[config.mk]
export PLATFORM = sky130hd
export DESIGN_NAME = xbc_ctrl
export DESIGN_NICKNAME = d
export VERILOG_FILES = /design/src/hw/xbc_pkg.sv /design/src/hw/xbc_win_dec.sv /design/src/hw/xbc_ctrl.sv
export VERILOG_INCLUDE_DIRS = /design/src /design/src/hw
export SDC_FILE = /design/constraint.sdc
export NUM_CORES = 1
export LEC_CHECK = 0
export BUFFER_PORTS_ARGS = -buffer_cell sky130_fd_sc_hd__buf_4
export CAP_MARGIN = 15
export CORE_ASPECT_RATIO = 2
export CORE_MARGIN = 2
export CORE_UTILIZATION = 55
export CTS_BUF_LIST = sky130_fd_sc_hd__clkbuf_16
export DETAILED_ROUTE_END_ITERATION = 16
export PLACE_DENSITY_LB_ADDON = 0.3
export SYNTH_ARGS = -nofsm -noshare
export SYNTH_HDL_FRONTEND = slang
export SYNTH_SLANG_ARGS = --single-unit
[constraint.sdc]
create_clock -name clk_sys_i -period 5.5 [get_ports clk_sys_i]
set_input_delay 0.275 -clock clk_sys_i [delete_from_list [all_inputs] [get_ports clk_sys_i]]
set_output_delay 0.275 -clock clk_sys_i [all_outputs]
set_load 0.01 [all_outputs]
[src/hw/xbc_regs.svh]
// field positions and timing counts of the external bus controller
`ifndef XBC_REGS_SVH
`define XBC_REGS_SVH

// --------------------------------------------------------------------------
// bus configuration word fields
// --------------------------------------------------------------------------
`define XBC_MCTC_HI 3
`define XBC_MCTC_LO 0
`define XBC_MTTC 4
`define XBC_RWDC 5
`define XBC_BT_HI 7
`define XBC_BT_LO 6
`define XBC_ALECTL 9
`define XBC_BUSACT 10

// --------------------------------------------------------------------------
// window select word fields
// --------------------------------------------------------------------------
`define XBC_WS_BASE_HI 15
`define XBC_WS_BASE_LO 4
`define XBC_WS_SIZE_HI 3
`define XBC_WS_SIZE_LO 0
`define XBC_WS_SIZE_MAX 4'ha

// --------------------------------------------------------------------------
// system configuration bits
// --------------------------------------------------------------------------
`define XBC_SC_AW_HI 1
`define XBC_SC_AW_LO 0
`define XBC_SC_SGL 2
`define XBC_SC_ROMEN 4
`define XBC_SC_ROMS1 5
`define XBC_SC_UNLATCHED_CHIPSEL_BIT 6

// --------------------------------------------------------------------------
// timing counts
// --------------------------------------------------------------------------
`define XBC_STRB_MIN 5'h03

`endif

[src/hw/xbc_pkg.sv]
// types shared by the external bus controller files
package xbc_pkg;

  typedef enum logic [1:0] {
    XBC_BT_8DMX = 2'h0,
    XBC_BT_8MUX = 2'h1,
    XBC_BT_16DMX = 2'h2,
    XBC_BT_16MUX = 2'h3
  } xbc_btyp_t;

  typedef enum logic [1:0] {
    XBC_AW_22 = 2'h0,
    XBC_AW_20 = 2'h1,
    XBC_AW_18 = 2'h2,
    XBC_AW_16 = 2'h3
  } xbc_aw_t;

  typedef enum logic [2:0] {
    XBC_IDLE,
    XBC_ALE,
    XBC_DLY,
    XBC_STRB,
    XBC_TRI,
    XBC_DONE
  } xbc_state_t;

endpackage : xbc_pkg

[src/hw/xbc_win_dec.sv]
// address window decoder: picks the bus configuration for an address
`timescale 1ns/10ps
`include "xbc_regs.svh"
module xbc_win_dec #(
  parameter int unsigned NWIN = 4
) (
  input wire logic [23:0] addr_i,
  input wire logic [NWIN-1:0][15:0] win_sel_i,
  input wire logic [NWIN:0][15:0] bus_cfg_i,
  output logic [2:0] win_o
);

  // ------------------------------------------------------------------------
  // window match
  // ------------------------------------------------------------------------
  function automatic logic hit(input logic [23:0] a, input logic [15:0] ws,
                               input logic en);
    logic [3:0] sz;
    logic [11:0] msk;
    sz = ws[`XBC_WS_SIZE_HI:`XBC_WS_SIZE_LO];
    // larger codes would exceed the largest contiguous window
    if (sz > `XBC_WS_SIZE_MAX) sz = `XBC_WS_SIZE_MAX;
    msk = 12'hfff << sz;
    hit = en && ((a[23:12] & msk) == (ws[`XBC_WS_BASE_HI:`XBC_WS_BASE_LO] & msk));
  endfunction : hit

  // ------------------------------------------------------------------------
  // priority: a higher window number overrides a lower one
  // ------------------------------------------------------------------------
  always_comb begin
    win_o = 3'h0;
    for (int i = 0; i < NWIN; i++) begin
      if (hit(addr_i, win_sel_i[i], bus_cfg_i[i+1][`XBC_BUSACT])) begin
        win_o = 3'(i + 1);
      end
    end
  end

endmodule : xbc_win_dec

[src/hw/xbc_ctrl.sv]
// external bus controller: cycle sequencer, pin drivers and chip selects
//
// Behaviour
// - single-chip mode or 8/16-bit data, multiplexed or not, 16-22 bit address.
// - demultiplexed: address on address port, data on full or low data byte.
// - multiplexed: data port carries address first, then the data.
// - cycle time, tri-state time, latch strobe length, strobe delay programmable.
// - four windows, each a select word paired with a bus configuration.
// - overlapping windows: four beats three, two beats one.
// - addresses outside all windows use the default bus configuration.
// - four active-low chip selects: three windows and the default region.
// - unlatched chip-select bit six bypasses filtering; selects follow the address.
// - restricted space drives four, two or no upper address lines.
// - full address width drives all six upper address lines.
// - one window spans at most 4 Mbytes; windows reach 16 Mbytes total.
// - every location is reachable by byte or by word accesses.
// - mapped on-chip program memory segment is served without bus cycles.
// - address port carries the address also after switching to multiplexed.
`timescale 1ns/10ps
`include "xbc_regs.svh"
module xbc_ctrl #(
  parameter int unsigned NWIN = 4
) (
  input wire logic clk_sys_i,
  input wire logic rst_i,
  input wire logic req_i,
  input wire logic wr_i,
  input wire logic byte_i,
  input wire logic [23:0] addr_i,
  input wire logic [15:0] wdata_i,
  input wire logic [15:0] sys_cfg_i,
  input wire logic [NWIN-1:0][15:0] win_sel_i,
  input wire logic [NWIN:0][15:0] bus_cfg_i,
  input wire logic [15:0] data_port_i,
  output logic busy_o,
  output logic done_o,
  output logic int_o,
  output logic err_o,
  output logic [15:0] rdata_o,
  output logic [15:0] data_port_o,
  output logic [15:0] data_port_oe_o,
  output logic [15:0] address_port_o,
  output logic [5:0] upper_addr_o,
  output logic ale_o,
  output logic rd_n_o,
  output logic wr_n_o,
  output logic bhe_n_o,
  output logic [3:0] cs_n_o
);

  // ------------------------------------------------------------------------
  // helpers
  // ------------------------------------------------------------------------
  function automatic logic [5:0] aw_mask(input logic [1:0] aw);
    case (xbc_pkg::xbc_aw_t'(aw))
      xbc_pkg::XBC_AW_20: aw_mask = 6'h0f;
      xbc_pkg::XBC_AW_18: aw_mask = 6'h03;
      xbc_pkg::XBC_AW_16: aw_mask = 6'h00;
      default: aw_mask = 6'h3f;
    endcase
  endfunction : aw_mask

  // window four has no select line of its own
  function automatic logic [3:0] cs_vec(input logic [2:0] w);
    cs_vec = (w < 3'h4) ? (4'h1 << w) : 4'h0;
  endfunction : cs_vec

  xbc_pkg::xbc_state_t st_q;
  logic [23:0] addr_q;
  logic [15:0] wdat_q;
  logic [15:0] cfg_q;
  logic [15:0] rdat_q;
  logic [15:0] d_s1_q;
  logic [15:0] d_s2_q;
  logic [2:0] win_q;
  logic [4:0] cnt_q;
  logic wr_q;
  logic byte_q;
  logic half_q;
  logic cap_q;
  logic cap_hi_q;
  logic [2:0] win_now;
  logic [23:0] dec_addr;
  logic rom_hit;
  logic sgl;
  logic bus16;
  logic mux;
  logic more;
  logic act;
  logic [4:0] strb_cnt;
  logic [4:0] ale_cnt;

  // ------------------------------------------------------------------------
  // decode
  // ------------------------------------------------------------------------
  assign dec_addr = (st_q == xbc_pkg::XBC_IDLE) ? addr_i : addr_q;
  assign sgl = sys_cfg_i[`XBC_SC_SGL];
  assign rom_hit = sys_cfg_i[`XBC_SC_ROMEN] && (addr_i[23:17] == 7'h00) &&
                   (addr_i[16] == sys_cfg_i[`XBC_SC_ROMS1]);
  assign bus16 = cfg_q[`XBC_BT_HI];
  assign mux = cfg_q[`XBC_BT_LO];
  // a word on an 8-bit bus is split into two byte cycles
  assign more = !bus16 && !byte_q && !half_q;
  assign act = (st_q != xbc_pkg::XBC_IDLE) && (st_q != xbc_pkg::XBC_DONE);
  // three strobe cycles at least: read data passes the pin synchroniser
  assign strb_cnt = 5'(cfg_q[`XBC_MCTC_HI:`XBC_MCTC_LO]) + `XBC_STRB_MIN - 5'h01;
  assign ale_cnt = cfg_q[`XBC_ALECTL] ? 5'h01 : 5'h00;

  xbc_win_dec #(
    .NWIN(NWIN)
  ) u_dec (
    .addr_i(dec_addr),
    .win_sel_i(win_sel_i),
    .bus_cfg_i(bus_cfg_i),
    .win_o(win_now)
  );

  // ------------------------------------------------------------------------
  // cycle sequencer
  // ------------------------------------------------------------------------
  always_ff @(posedge clk_sys_i) begin
    if (rst_i) begin
      st_q <= xbc_pkg::XBC_IDLE;
      addr_q <= 24'h000000;
      wdat_q <= 16'h0000;
      cfg_q <= 16'h0000;
      win_q <= 3'h0;
      cnt_q <= 5'h00;
      wr_q <= 1'b0;
      byte_q <= 1'b0;
      half_q <= 1'b0;
      int_o <= 1'b0;
      err_o <= 1'b0;
    end else begin
      case (st_q)
        xbc_pkg::XBC_IDLE: begin
          if (req_i) begin
            addr_q <= byte_i ? addr_i : {addr_i[23:1], 1'b0};
            wdat_q <= wdata_i;
            wr_q <= wr_i;
            byte_q <= byte_i;
            half_q <= 1'b0;
            win_q <= win_now;
            cfg_q <= bus_cfg_i[win_now];
            int_o <= rom_hit;
            err_o <= sgl && !rom_hit;
            if (rom_hit || sgl) begin
              st_q <= xbc_pkg::XBC_DONE;
            end else begin
              st_q <= xbc_pkg::XBC_ALE;
              cnt_q <= bus_cfg_i[win_now][`XBC_ALECTL] ? 5'h01 : 5'h00;
            end
          end
        end
        xbc_pkg::XBC_ALE: begin
          if (cnt_q == 5'h00) begin
            if (cfg_q[`XBC_RWDC]) begin
              st_q <= xbc_pkg::XBC_DLY;
            end else begin
              st_q <= xbc_pkg::XBC_STRB;
              cnt_q <= strb_cnt;
            end
          end else begin
            cnt_q <= cnt_q - 5'h01;
          end
        end
        xbc_pkg::XBC_DLY: begin
          st_q <= xbc_pkg::XBC_STRB;
          cnt_q <= strb_cnt;
        end
        xbc_pkg::XBC_STRB: begin
          if (cnt_q != 5'h00) begin
            cnt_q <= cnt_q - 5'h01;
          end else if (!wr_q && cfg_q[`XBC_MTTC]) begin
            st_q <= xbc_pkg::XBC_TRI;
          end else if (more) begin
            half_q <= 1'b1;
            addr_q <= addr_q + 24'h000001;
            st_q <= xbc_pkg::XBC_ALE;
            cnt_q <= ale_cnt;
          end else begin
            st_q <= xbc_pkg::XBC_DONE;
          end
        end
        xbc_pkg::XBC_TRI: begin
          if (more) begin
            half_q <= 1'b1;
            addr_q <= addr_q + 24'h000001;
            st_q <= xbc_pkg::XBC_ALE;
            cnt_q <= ale_cnt;
          end else begin
            st_q <= xbc_pkg::XBC_DONE;
          end
        end
        xbc_pkg::XBC_DONE: begin
          st_q <= xbc_pkg::XBC_IDLE;
        end
        default: begin
          st_q <= xbc_pkg::XBC_IDLE;
        end
      endcase
    end
  end

  always_ff @(posedge clk_sys_i) begin
    if (rst_i) begin
      busy_o <= 1'b0;
      done_o <= 1'b0;
    end else begin
      done_o <= (st_q == xbc_pkg::XBC_DONE);
      busy_o <= (st_q == xbc_pkg::XBC_IDLE) ? req_i : (st_q != xbc_pkg::XBC_DONE);
    end
  end

  // ------------------------------------------------------------------------
  // read data capture
  // ------------------------------------------------------------------------
  always_ff @(posedge clk_sys_i) begin
    if (rst_i) begin
      d_s1_q <= 16'h0000;
      d_s2_q <= 16'h0000;
    end else begin
      d_s1_q <= data_port_i;
      d_s2_q <= d_s1_q;
    end
  end

  // sampled one cycle after the strobe state ends: the memory must hold
  // data valid over the last three strobe cycles
  always_ff @(posedge clk_sys_i) begin
    if (rst_i) begin
      cap_q <= 1'b0;
      cap_hi_q <= 1'b0;
      rdat_q <= 16'h0000;
    end else begin
      cap_q <= (st_q == xbc_pkg::XBC_STRB) && (cnt_q == 5'h00) && !wr_q;
      cap_hi_q <= half_q;
      if (cap_q) begin
        if (bus16) begin
          if (!byte_q) begin
            rdat_q <= d_s2_q;
          end else begin
            rdat_q <= {8'h00, addr_q[0] ? d_s2_q[15:8] : d_s2_q[7:0]};
          end
        end else if (byte_q) begin
          rdat_q <= {8'h00, d_s2_q[7:0]};
        end else if (cap_hi_q) begin
          rdat_q[15:8] <= d_s2_q[7:0];
        end else begin
          rdat_q[7:0] <= d_s2_q[7:0];
        end
      end
    end
  end
  assign rdata_o = rdat_q;

  // ------------------------------------------------------------------------
  // pin drivers, one cycle behind the sequencer
  // ------------------------------------------------------------------------
  always_ff @(posedge clk_sys_i) begin
    if (rst_i) begin
      ale_o <= 1'b0;
      rd_n_o <= 1'b1;
      wr_n_o <= 1'b1;
      bhe_n_o <= 1'b1;
      address_port_o <= 16'h0000;
      upper_addr_o <= 6'h00;
      data_port_o <= 16'h0000;
      data_port_oe_o <= 16'h0000;
    end else begin
      ale_o <= (st_q == xbc_pkg::XBC_ALE);
      rd_n_o <= !((st_q == xbc_pkg::XBC_STRB) && !wr_q);
      wr_n_o <= !((st_q == xbc_pkg::XBC_STRB) && wr_q);
      bhe_n_o <= !(act && bus16 && (!byte_q || addr_q[0]));
      // kept driven in every mode so a later mux switch keeps the address
      address_port_o <= addr_q[15:0];
      upper_addr_o <= addr_q[21:16] & aw_mask(sys_cfg_i[`XBC_SC_AW_HI:`XBC_SC_AW_LO]);
      if ((st_q == xbc_pkg::XBC_ALE) && mux) begin
        data_port_o <= addr_q[15:0];
        data_port_oe_o <= 16'hffff;
      end else if (wr_q && ((st_q == xbc_pkg::XBC_DLY) || (st_q == xbc_pkg::XBC_STRB))) begin
        if (bus16) begin
          data_port_o <= byte_q ? {wdat_q[7:0], wdat_q[7:0]} : wdat_q;
          data_port_oe_o <= 16'hffff;
        end else begin
          data_port_o <= {8'h00, half_q ? wdat_q[15:8] : wdat_q[7:0]};
          data_port_oe_o <= 16'h00ff;
        end
      end else begin
        data_port_oe_o <= 16'h0000;
      end
    end
  end

  // ------------------------------------------------------------------------
  // chip selects
  // ------------------------------------------------------------------------
  always_ff @(posedge clk_sys_i) begin
    if (rst_i) begin
      cs_n_o <= 4'hf;
    end else if (sgl) begin
      cs_n_o <= 4'hf;
    end else if (sys_cfg_i[`XBC_SC_UNLATCHED_CHIPSEL_BIT]) begin
      // unfiltered: follows the address, stays on the last one between cycles
      cs_n_o <= ~cs_vec((st_q == xbc_pkg::XBC_IDLE) ? win_q : win_now);
    end else begin
      cs_n_o <= act ? ~cs_vec(win_q) : 4'hf;
    end
  end
endmodule : xbc_ctrl

# [Word level (Yosys, flattened, before mapping)]
# Index checks and enable logic that the tools add are counted.
[word_totals] romBits=0 ram_bits=0 mem_count=0 input_bits=221 ff_bits=180 latchBits=0
[classes] mux=62 magnitude_cmp=7 reduce_logical=46 bitwise_logic=11 shift=6 eq_ne=22 multipliers=0 div=0 n_addsub=4
[ops] operator="$mux 16" count=10
[ops] operator="$mux 24" count=5
[ops] operator="$and 12x12->12" count=8
[ops] operator="$pmux 24 s3" count=1
[ops] operator="$bmux 16 s3" count=1
[ops] operator="$eq 12x12->1" count=4
[ops] operator="$shl 12x4->12 const A" count=4
[ops] operator="$mux 5" count=7
[ops] operator="$mux 4" count=8
[ops] operator="$mux 8" count=4
[ops] operator="$pmux 5 s5" count=1
[ops] operator="$add 24x1->24 const B" count=1
[ops] operator="$mux 3" count=8
[ops] operator="$logic_and 1x1->1" count=19
[ops] operator="$pmux 6 s3" count=1
[ops] operator="$gt 4x4->1 const B" count=4
[ops] operator="$pmux 3 s5" count=1
[ops] operator="$ne 3x3->1 const B" count=4
[ops] operator="$mux 1" count=10
[ops] operator="$mux 10" count=1
[ops] operator="$ne 2x2->1 const B" count=5
[ops] operator="$reduce_bool 5->1" count=2
[ops] operator="$sub 5x1->5 const B" count=2
[ops] operator="$reduce_bool 3->1" count=3
[ops] operator="26 further kinds" count=44

# [Longest topological paths before layout]
# Gate-level depths: netlist of the first run.
[logic_depth] depth_word=16 depth_mapped=15 ltp_nobuf=10

# [Modules after synthesis]
# From an unflattened synthesis of the first run, not the netlist that was laid out.
[unflattened] cells_unflattened=1006 hier_area_um2=8599.5
[by_module_without_submodules] mod="xbc_ctrl" area_per_inst_um2=7782.5 cells_each=890 seq_area_each_um2=3303.2 instances=1
[by_module_without_submodules] mod="xbc_win_dec" area_per_inst_um2=817.0 cells_each=116 seq_area_each_um2=0.0 instances=1

# [Worst setup path after synthesis of the first run]
# OpenSTA, ideal clock, no wires.
[synth_path] path_kind="reg-to-reg" start="register st_q[0]" end="register cfg_q[3]" path_buffers=3 stages_incl_launch_ff=12 setup_slack_ns=2.697 setup_ns=0.125 arrival_time_ns=2.679 path_cell_list="dfxtp_1 buf_6 nor3_4 mux2i_1 xor2_1 a211o_1 and4_1 clkbuf_1 clkbuf_1 a32o_1 a311oi_1 nor3b_1"
[synth_via] elab_chain_cells=11 elab_cells_between_ends=21
[synth_rtl] item="from (decl)" line_no="xbc_ctrl.sv:68" text="xbc_pkg::xbc_state_t st_q;"
[synth_rtl] item="from (signal assigned)" line_no="xbc_ctrl.sv:123" text="st_q <= xbc_pkg::XBC_IDLE;"
[synth_rtl] item="from (signal assigned)" line_no="xbc_ctrl.sv:148" text="st_q <= xbc_pkg::XBC_DONE;"
[synth_rtl] item="from (signal assigned)" line_no="xbc_ctrl.sv:150" text="st_q <= xbc_pkg::XBC_ALE;"
[synth_rtl] item="$logic_not 3->1 (*)" line_no="xbc_ctrl.sv:96, xbc_ctrl.sv:135"
[synth_rtl] item="$mux 24" line_no="xbc_ctrl.sv:96" text="assign dec_addr = (st_q == xbc_pkg::XBC_IDLE) ? addr_i : addr_q;"
[synth_rtl] item="$and 12x12->12" line_no="xbc_win_dec.sv:24" text="hit = en && ((a[23:12] & msk) == (ws[`XBC_WS_BASE_HI:`XBC_WS_BASE_LO] & msk));"
[synth_rtl] item="$eq 12x12->1" line_no="xbc_win_dec.sv:24"
[synth_rtl] item="$logic_and 1x1->1" line_no="xbc_win_dec.sv:24"
[synth_rtl] item="$mux 1" line_no="xbc_win_dec.sv:33" text="if (hit(addr_i, win_sel_i[i], bus_cfg_i[i+1][`XBC_BUSACT])) begin"
[synth_rtl] item="$mux 2 (2 in a row)" line_no="xbc_win_dec.sv:33"
[synth_rtl] item="$mux 3" line_no="xbc_win_dec.sv:33"
[synth_rtl] item="$bmux 16 s3" line_no="xbc_ctrl.sv:144" text="cfg_q <= bus_cfg_i[win_now];"
[synth_rtl] item="$mux 10 (implied by the code)" line_no="xbc_ctrl.sv:144"
[synth_rtl] item="to (signal assigned)" line_no="xbc_ctrl.sv:144"
[synth_rtl] item="to (decl)" line_no="xbc_ctrl.sv:71" text="logic [15:0] cfg_q;"
# Every way passes the cells marked *; elsewhere a longest branch is shown, timed or not. The select of a mux whose other input is x is not followed.
# A chain may end at the register's enable or synchronous reset.

# [Worst setup path in the final report of the first run]
[layout_path] start="register st_q[2]" end="register cfg_q[2]"
# Same word-level chain as after synthesis.

==> out/results.ini, run 1 <==
[outcome]
status=complete, no violations

[worst_hold_path]
min_to=upper_addr_o[2]
holdPathStages=2
worstHoldStart=sys_cfg_i[1]
min_path_type=input pin to flip-flop

[placement]
dp_slack_ps=1640
gp_congestion=0.934
place_hpwl_um=21300
port_buffers=261

[timing]
final.setup.tns_ps=0
min_period_ps=4030
worstMarginPinSlew_ps=1080
max_freq_mhz=248
setup_slack_ps=1470
relSlewSlack_pct=27.9
rsz0062_at_grt=false
finalMaxSlewViolations=0
hold_viol_final=0
period_share_pct=73.3
skew_ps=6.29
setup_viol=0

[clock_network]
cts_setup_buffers=0
cts_made_buffers=17
cts.sinks=165
clk_latency_ps=430
clock_path_buffers=2
hold_buffers=0
clk_pin_slew_ps=70
post_cts_resize_count=0
htreeDepth=4
cts_tree=done
cts_root_buf=clkbuf_16

[global_routing]
antenna_found_initial=0
top_usage_layer=met2
grtUsageTotal_pct=31.3
grt_pass1_vias=9000
grt_max_degree=105
grt_overflow=0
grt_pass1_wl_um=43900
use_met1_pct=32.8
grt_util_met3_pct=4.40
met2_usage_pct=56.9

[floorplanning]
core_region_area_um2=16300
die_area_um2=17800
die_h_um=187
rows=66
initial_core_util_pct=56.4
io_pins=303
dieWidth_um=95.3

[route]
ant_nets=0
routed_wl_um=28500
routedWlPerCell_um=18.3
vias_per_cell=6.12
drt_iter0_drc=555
post-route-drc-count=0
vias=9507
first_pass_iters=5

[setup_path]
cp.arrival_ps=4340
crit_required_ps=5810
regToRegSetupSlack_ps=1470
endpoint_kind=flip-flop
crit_path_max_fanout=26
r2r_cells=9
start_kind=flip-flop
cp-startpoint=st_q[2]
worst-setup-path-type=flip-flop to flip-flop
r2r_end=cfg_q[2]
reg2reg_from=st_q[2]

[pwr]
power.internal_uw=2730
seqPwrFrac_pct=35.7
combinationalPowerShare_pct=38.2
p_clk_share_pct=26.2
swShare_pct=39.3
p_per_area_nw_per_um2=388
p_switching_uw=1770
p_leak_uw=0.00470
vdd_drop_max_uv=220

[layout]
finalNetCount=1560
multiInputGateArea_um2=5350
drive_above_1_share_pct=24.8
regArea_um2=3300
antenna_cells=0
n_fill_cell=1346
area_growth_syn_to_layout_pct=26.5

[synthesis]
netlist_instances=1137
synth_nets=1361
syn_area_per_cell_um2=8.07
yosys_warnings=0
syn_area_um2=9180
seq_area_frac_synth_pct=36.0
async_flop_share_pct=0
synth_cell_types=91
yosys_register_bits=165
synth_edf_count=0
ys.flop_type=dfxtp_1

[flow_run]
drv_cap=0

-- through the flow --
stage | area [um^2] | hold slack [ps] | total power, uW | utilization [%] | instances
5_1_grt | 11600 | 25.2 | 4740 | 71.3 | 1553
6_report | 11600 | 33.7 | 4500 | 71.3 | 1553
3_5_place_dp | 11000 | 425 | 3300 | 67.6 | 1519
2_1_floorplan | 9180 | 351 | 2770 | - | 1137
4_1_cts | 11600 | 18.2 | 4470 | 71.2 | 1551
3_3_place_gp | 11000 | 417 | 3270 | 67.6 | 1519
-- worst max-delay path by stage --
stage / to / depth (start not counted)
2_1_floorplan: cfg_q[3] / 11
3_3_place_gp: cfg_q[2] / 9
3_5_place_dp: cfg_q[2] / 9
4_1_cts: cfg_q[2] / 9
5_1_grt: cfg_q[2] / 9
6_report: cfg_q[2] / 9
-- worst max-delay path: stages (launching register included) --
cell,delay (ps)
dfxtp_1,740
buf_4,420
or3_1,420
a21oi_2,210
a2111oi_4,360
o2111ai_2,190
a211oi_4,760
a21oi_1,270
a311oi_1,410
a21oi_1,120
-- synth_stat cells (8+ instances only) --
master | number | share of area [%]
a22oi_1 | 16 | 1.3
nand4_1 | 8 | 0.55
or3_1 | 17 | 1.2
buf_4 | 17 | 1.4
o211ai_1 | 18 | 1.5
clkbuf_1 | 55 | 2.2
and2_1 | 15 | 1.0
xor2_1 | 13 | 1.2
inv_1 | 15 | 0.61
nand2_1 | 125 | 5.1
xnor2_1 | 13 | 1.2
mux2i_1 | 42 | 4.6
a21oi_1 | 94 | 5.1
o21ai_0 | 57 | 3.1
o31ai_1 | 18 | 1.5
a211oi_1 | 18 | 1.5
nand3_1 | 27 | 1.5
buf_2 | 8 | 0.44
nor3_1 | 41 | 2.2
nor2b_1 | 65 | 4.4
dfxtp_1 | 165 | 36
nor2_1 | 103 | 4.2
and3_1 | 14 | 0.95
-- logic make-up after synthesis --
group,count (synthesis),synth area share (%)
simple gates,477,27.3
compound gates,313,23.2
flops,165,36.0
buf+inv,109,5.84
mux,44,4.83
xor+xnor,26,2.48
fa+ha+maj,3,0.409
-- final cells by class --
| class | instances | area share [%] |
|---|---|---|
| Clock buffer | 17 | 3.67 |
| Sequential cell | 165 | 28.5 |
| Multi-Input combinational cell | 863 | 46.1 |
| Timing Repair Buffer | 274 | 17.8 |
| Clock inverter | 15 | 1.33 |
| Inverter | 15 | 0.485 |
| Tap cell | 204 | 2.20 |
-- cells in the final DEF, fill, tap and decap left out, drive strengths merged, types with 10 or more instances in the layout --
| cell type | instances |
|---|---|
| o21ai | 61 |
| buf | 274 |
| mux2i | 42 |
| nor4b | 10 |
| a211oi | 20 |
| nand2 | 125 |
| xor2 | 13 |
| inv | 26 |
| or3 | 17 |
| dfxtp | 165 |
| clkbuf | 17 |
| a21oi | 95 |
| o211ai | 18 |
| nor2b | 65 |
| o31ai | 19 |
| nor2 | 103 |
| a22oi | 16 |
| and2 | 18 |
| nand3 | 27 |
| nor3 | 42 |
| and3 | 14 |
| xnor2 | 13 |
-- flip-flops by register name, indices dropped and copies added, names as in the netlist, 4 cells and up --
| register | cells |
|---|---|
| rdata_o | 16 |
| cfg_q | 9 |
| addr_q | 24 |
| address_port_o | 16 |
| cs_n_o | 4 |
| wdat_q | 16 |
| cnt_q | 5 |
| data_port_o | 16 |
| d_s2_q | 16 |
| upper_addr_o | 6 |
| d_s1_q | 16 |
-- power by group through the flow --
stage	Combinational [uW]	Clock, uW	Sequential, uW
after detailed placement	1680	0	1630
after floorplan	1230	0	1530
final	1720	1180	1600
after global routing	1870	1240	1630
after CTS	1680	1190	1600
after global placement	1650	0	1620
-- layer usage --
| metal | vias to the layer above | wire length (um) |
|---|---|---|
| met3 | 96 | 1690 |
| met1 | 4449 | 10000 |
| met2 | 444 | 15200 |
| met5 | - | 0 |
| met4 | 0 | 1590 |
| li1 | 4518 | - |
Power figures use the tool's default switching activity.
==> run 2, diff against run 1 <==
- CORE_UTILIZATION: 55 -> 46
- clock period: 5.5 -> 3.3 ns (I/O delays scaled with it)
==> run 2 against run 1 <==
Effect of this change: clock skew up 4.1 ps; sequential power up 64%; clock power up 65%; worst setup slack worse by 1300 ps; via count up 1.1%; worst hold slack worse by 13 ps; combinational power up 84%; cell area up 7.2%; die area up 19%; sequential cell count unchanged; sequential share of layout area down 1.9 points; critical path depth unchanged; critical path type unchanged; critical endpoint is now cfg_q[9]; highest routed layer unchanged.
==> out/results.ini, run 2 (synthesis gave the netlist of run 1 again) <==
[clock_network]
cts.sinks=165  ; unchanged
clk_latency_ps=440  ; was 430 ps
cts_setup_buffers=0  ; unchanged
cts_made_buffers=17  ; unchanged
clock_path_buffers=2  ; unchanged
clk_pin_slew_ps=70  ; about the same
htreeDepth=4  ; unchanged
cts_tree=done  ; unchanged
cts_root_buf=clkbuf_16  ; unchanged

[setup_path]
endpoint_kind=flip-flop  ; unchanged
worst-setup-path-type=flip-flop to flip-flop  ; unchanged
crit_buf_inv=1  ; unchanged
start_kind=flip-flop  ; unchanged
cp.arrival_ps=3490  ; was 4340 ps
crit_required_ps=3650  ; was 5810 ps
cp_slowest_cell=dfxtp_1  ; was a211oi_4
slowest_delay_ps=460  ; was 760 ps
path_cells=buf_12, o31a_1, or3_1, a32o_1, a221o_1, a211o_1, mux2_2, nand2_1, a311oi_2  ; was buf_4, or3_1, a21oi_2, a2111oi_4, o2111ai_2, a211oi_4, a21oi_1, a311oi_1, a21oi_1
crit_path_max_fanout=18  ; was 26
crit_family=compound AO/OA/AOI/OAI gates  ; unchanged

[global_routing]
antenna_found_initial=1  ; was 0
grt_pass1_wl_um=48700  ; was 43900 um
grt_overflow=0  ; unchanged
grt_max_degree=60  ; was 105
grtUsageTotal_pct=29.0  ; was 31.3%
grt_pass1_vias=9536  ; was 9000

[layout]
final_cell_mix=310 x buf_4, 165 x dfxtp_1, 125 x nand2_1  ; was 273 x buf_4, 165 x dfxtp_1, 125 x nand2_1
largest_register_ff_count=24  ; unchanged
finalNetCount=1641  ; was 1560
drive_above_1_share_pct=26.2  ; was 24.8%
multiInputGateArea_um2=5350  ; about the same
fin_area_um2=12400  ; was 11600 um^2
n_fill_cell=1756  ; was 1346
regArea_um2=3300  ; unchanged
layout_commonest_cell=buf_4  ; unchanged
area_growth_syn_to_layout_pct=35.6  ; was 26.5%
final_util_pct=63.1  ; was 71.3%
regMostFlops=addr_q  ; unchanged
stdcell_count=1693  ; was 1553

[pwr]
power_uw=7740  ; was 4500 uW
p_clk_share_pct=25.2  ; was 26.2%
p_leak_uw=0.00507  ; was 0.00470 uW
p_switching_uw=3050  ; was 1770 uW
power.internal_uw=4690  ; was 2730 uW
swShare_pct=39.4  ; was 39.3%
vdd_drop_max_uv=392  ; was 220 uV
p_per_area_nw_per_um2=622  ; was 388 nW/um^2
seqPwrFrac_pct=34.0  ; was 35.7%
combinationalPowerShare_pct=40.8  ; was 38.2%

[route]
routedWlPerCell_um=18.2  ; was 18.3 um
vias_per_cell=5.68  ; was 6.12
first_pass_iters=8  ; was 5
routed_wl_um=30800  ; was 28500 um
post-route-drc-count=0  ; unchanged
ant_nets=0  ; unchanged
drt_iter0_drc=589  ; was 555
vias=9616  ; was 9507

[floorplanning]
die_area_um2=21200  ; was 17800 um^2
core_region_area_um2=19700  ; was 16300 um^2
io_pins=303  ; unchanged
dieWidth_um=104  ; was 95.3 um
die_h_um=204  ; was 187 um
initial_core_util_pct=46.5  ; was 56.4%
rows=73  ; was 66

[timing]
worstMarginPinSlew_ps=719  ; was 1080 ps
min_period_ps=3140  ; was 4030 ps
relSlewSlack_pct=51.7  ; was 27.9%
max_freq_mhz=319  ; was 248 MHz
setup_viol=0  ; unchanged
hold_viol_final=0  ; unchanged
skew_ps=10.4  ; was 6.29 ps
finalMaxSlewViolations=0  ; unchanged
rsz0062_at_grt=false  ; unchanged
final.setup.tns_ps=0  ; unchanged
period_share_pct=95.1  ; was 73.3%

[placement]
place_hpwl_um=23200  ; was 21300 um
port_buffers=261  ; unchanged
postPlaceCellArea_um2=11400  ; was 11000 um^2
gp_congestion=0.937  ; was 0.934
placed_cells=1619  ; was 1519

[worst_hold_path]
min_path_type=input pin to flip-flop  ; unchanged

[outcome]
status=complete, no violations  ; unchanged

[flow_run]
drv_cap=0  ; unchanged

## run 2: layer usage
layer / global-route usage (%) / share of wire [%] / up-vias
met5: 0 / 0 / -
met4: 18.1 / 5.7 / 0
met3: 5.31 / 5.0 / 92
met2: 54.1 / 54 / 368
met1: 29.3 / 35 / 4487
li1: - / - / 4669
## run 2: layout make-up
class | instances | area share, %
repair buffers | 355 | 22.6
multi-input cells | 863 | 43.0
flip-flops and latches | 165 | 26.5
clock inverters | 15 | 1.28
inverters | 15 | 0.452
clock buffers | 17 | 3.42
well taps | 262 | 2.63
diodes | 1 | 0.0201
## run 2: what timing repair did
item / in CTS / in global routing
endpoints found under the setup margin: 0 / 4
hold buffers: 41 / 0
resized for setup: 0 / 2
endpoints found under the hold margin: 42 / 0
## run 2: power by group through the flow
stage | registers (uW) | logic (uW) | clock network, uW
floorplan | 2560 | 2060 | 0
finish | 2630 | 3160 | 1950
detailed placement | 2670 | 3090 | 0
global placement | 2660 | 3060 | 0
global route | 2670 | 3470 | 2060
CTS | 2630 | 3150 | 1990
## run 2: final timing paths
kind         depth (start not counted)          to           from  slack, ps
min reg2reg                          1  d_s2_q[11]     d_s1_q[11]        440
min                                  3    cfg_q[2]  bus_cfg_i[66]         20
max reg2reg                          9    cfg_q[9]        st_q[1]        160
max                                  9    cfg_q[9]        st_q[1]        160
## run 2: metrics by stage
stage	hold slack [ps]	setup slack, ps
final	20.4	162
after global routing	11.2	5.00
after CTS	0.496	172
after detailed placement	364	200
after global placement	363	257
after floorplan	241	497
## run 2: worst min-delay path, stage by stage
cell	delay, ps
buf_4	80
o31ai_1	60
a21oi_1	110
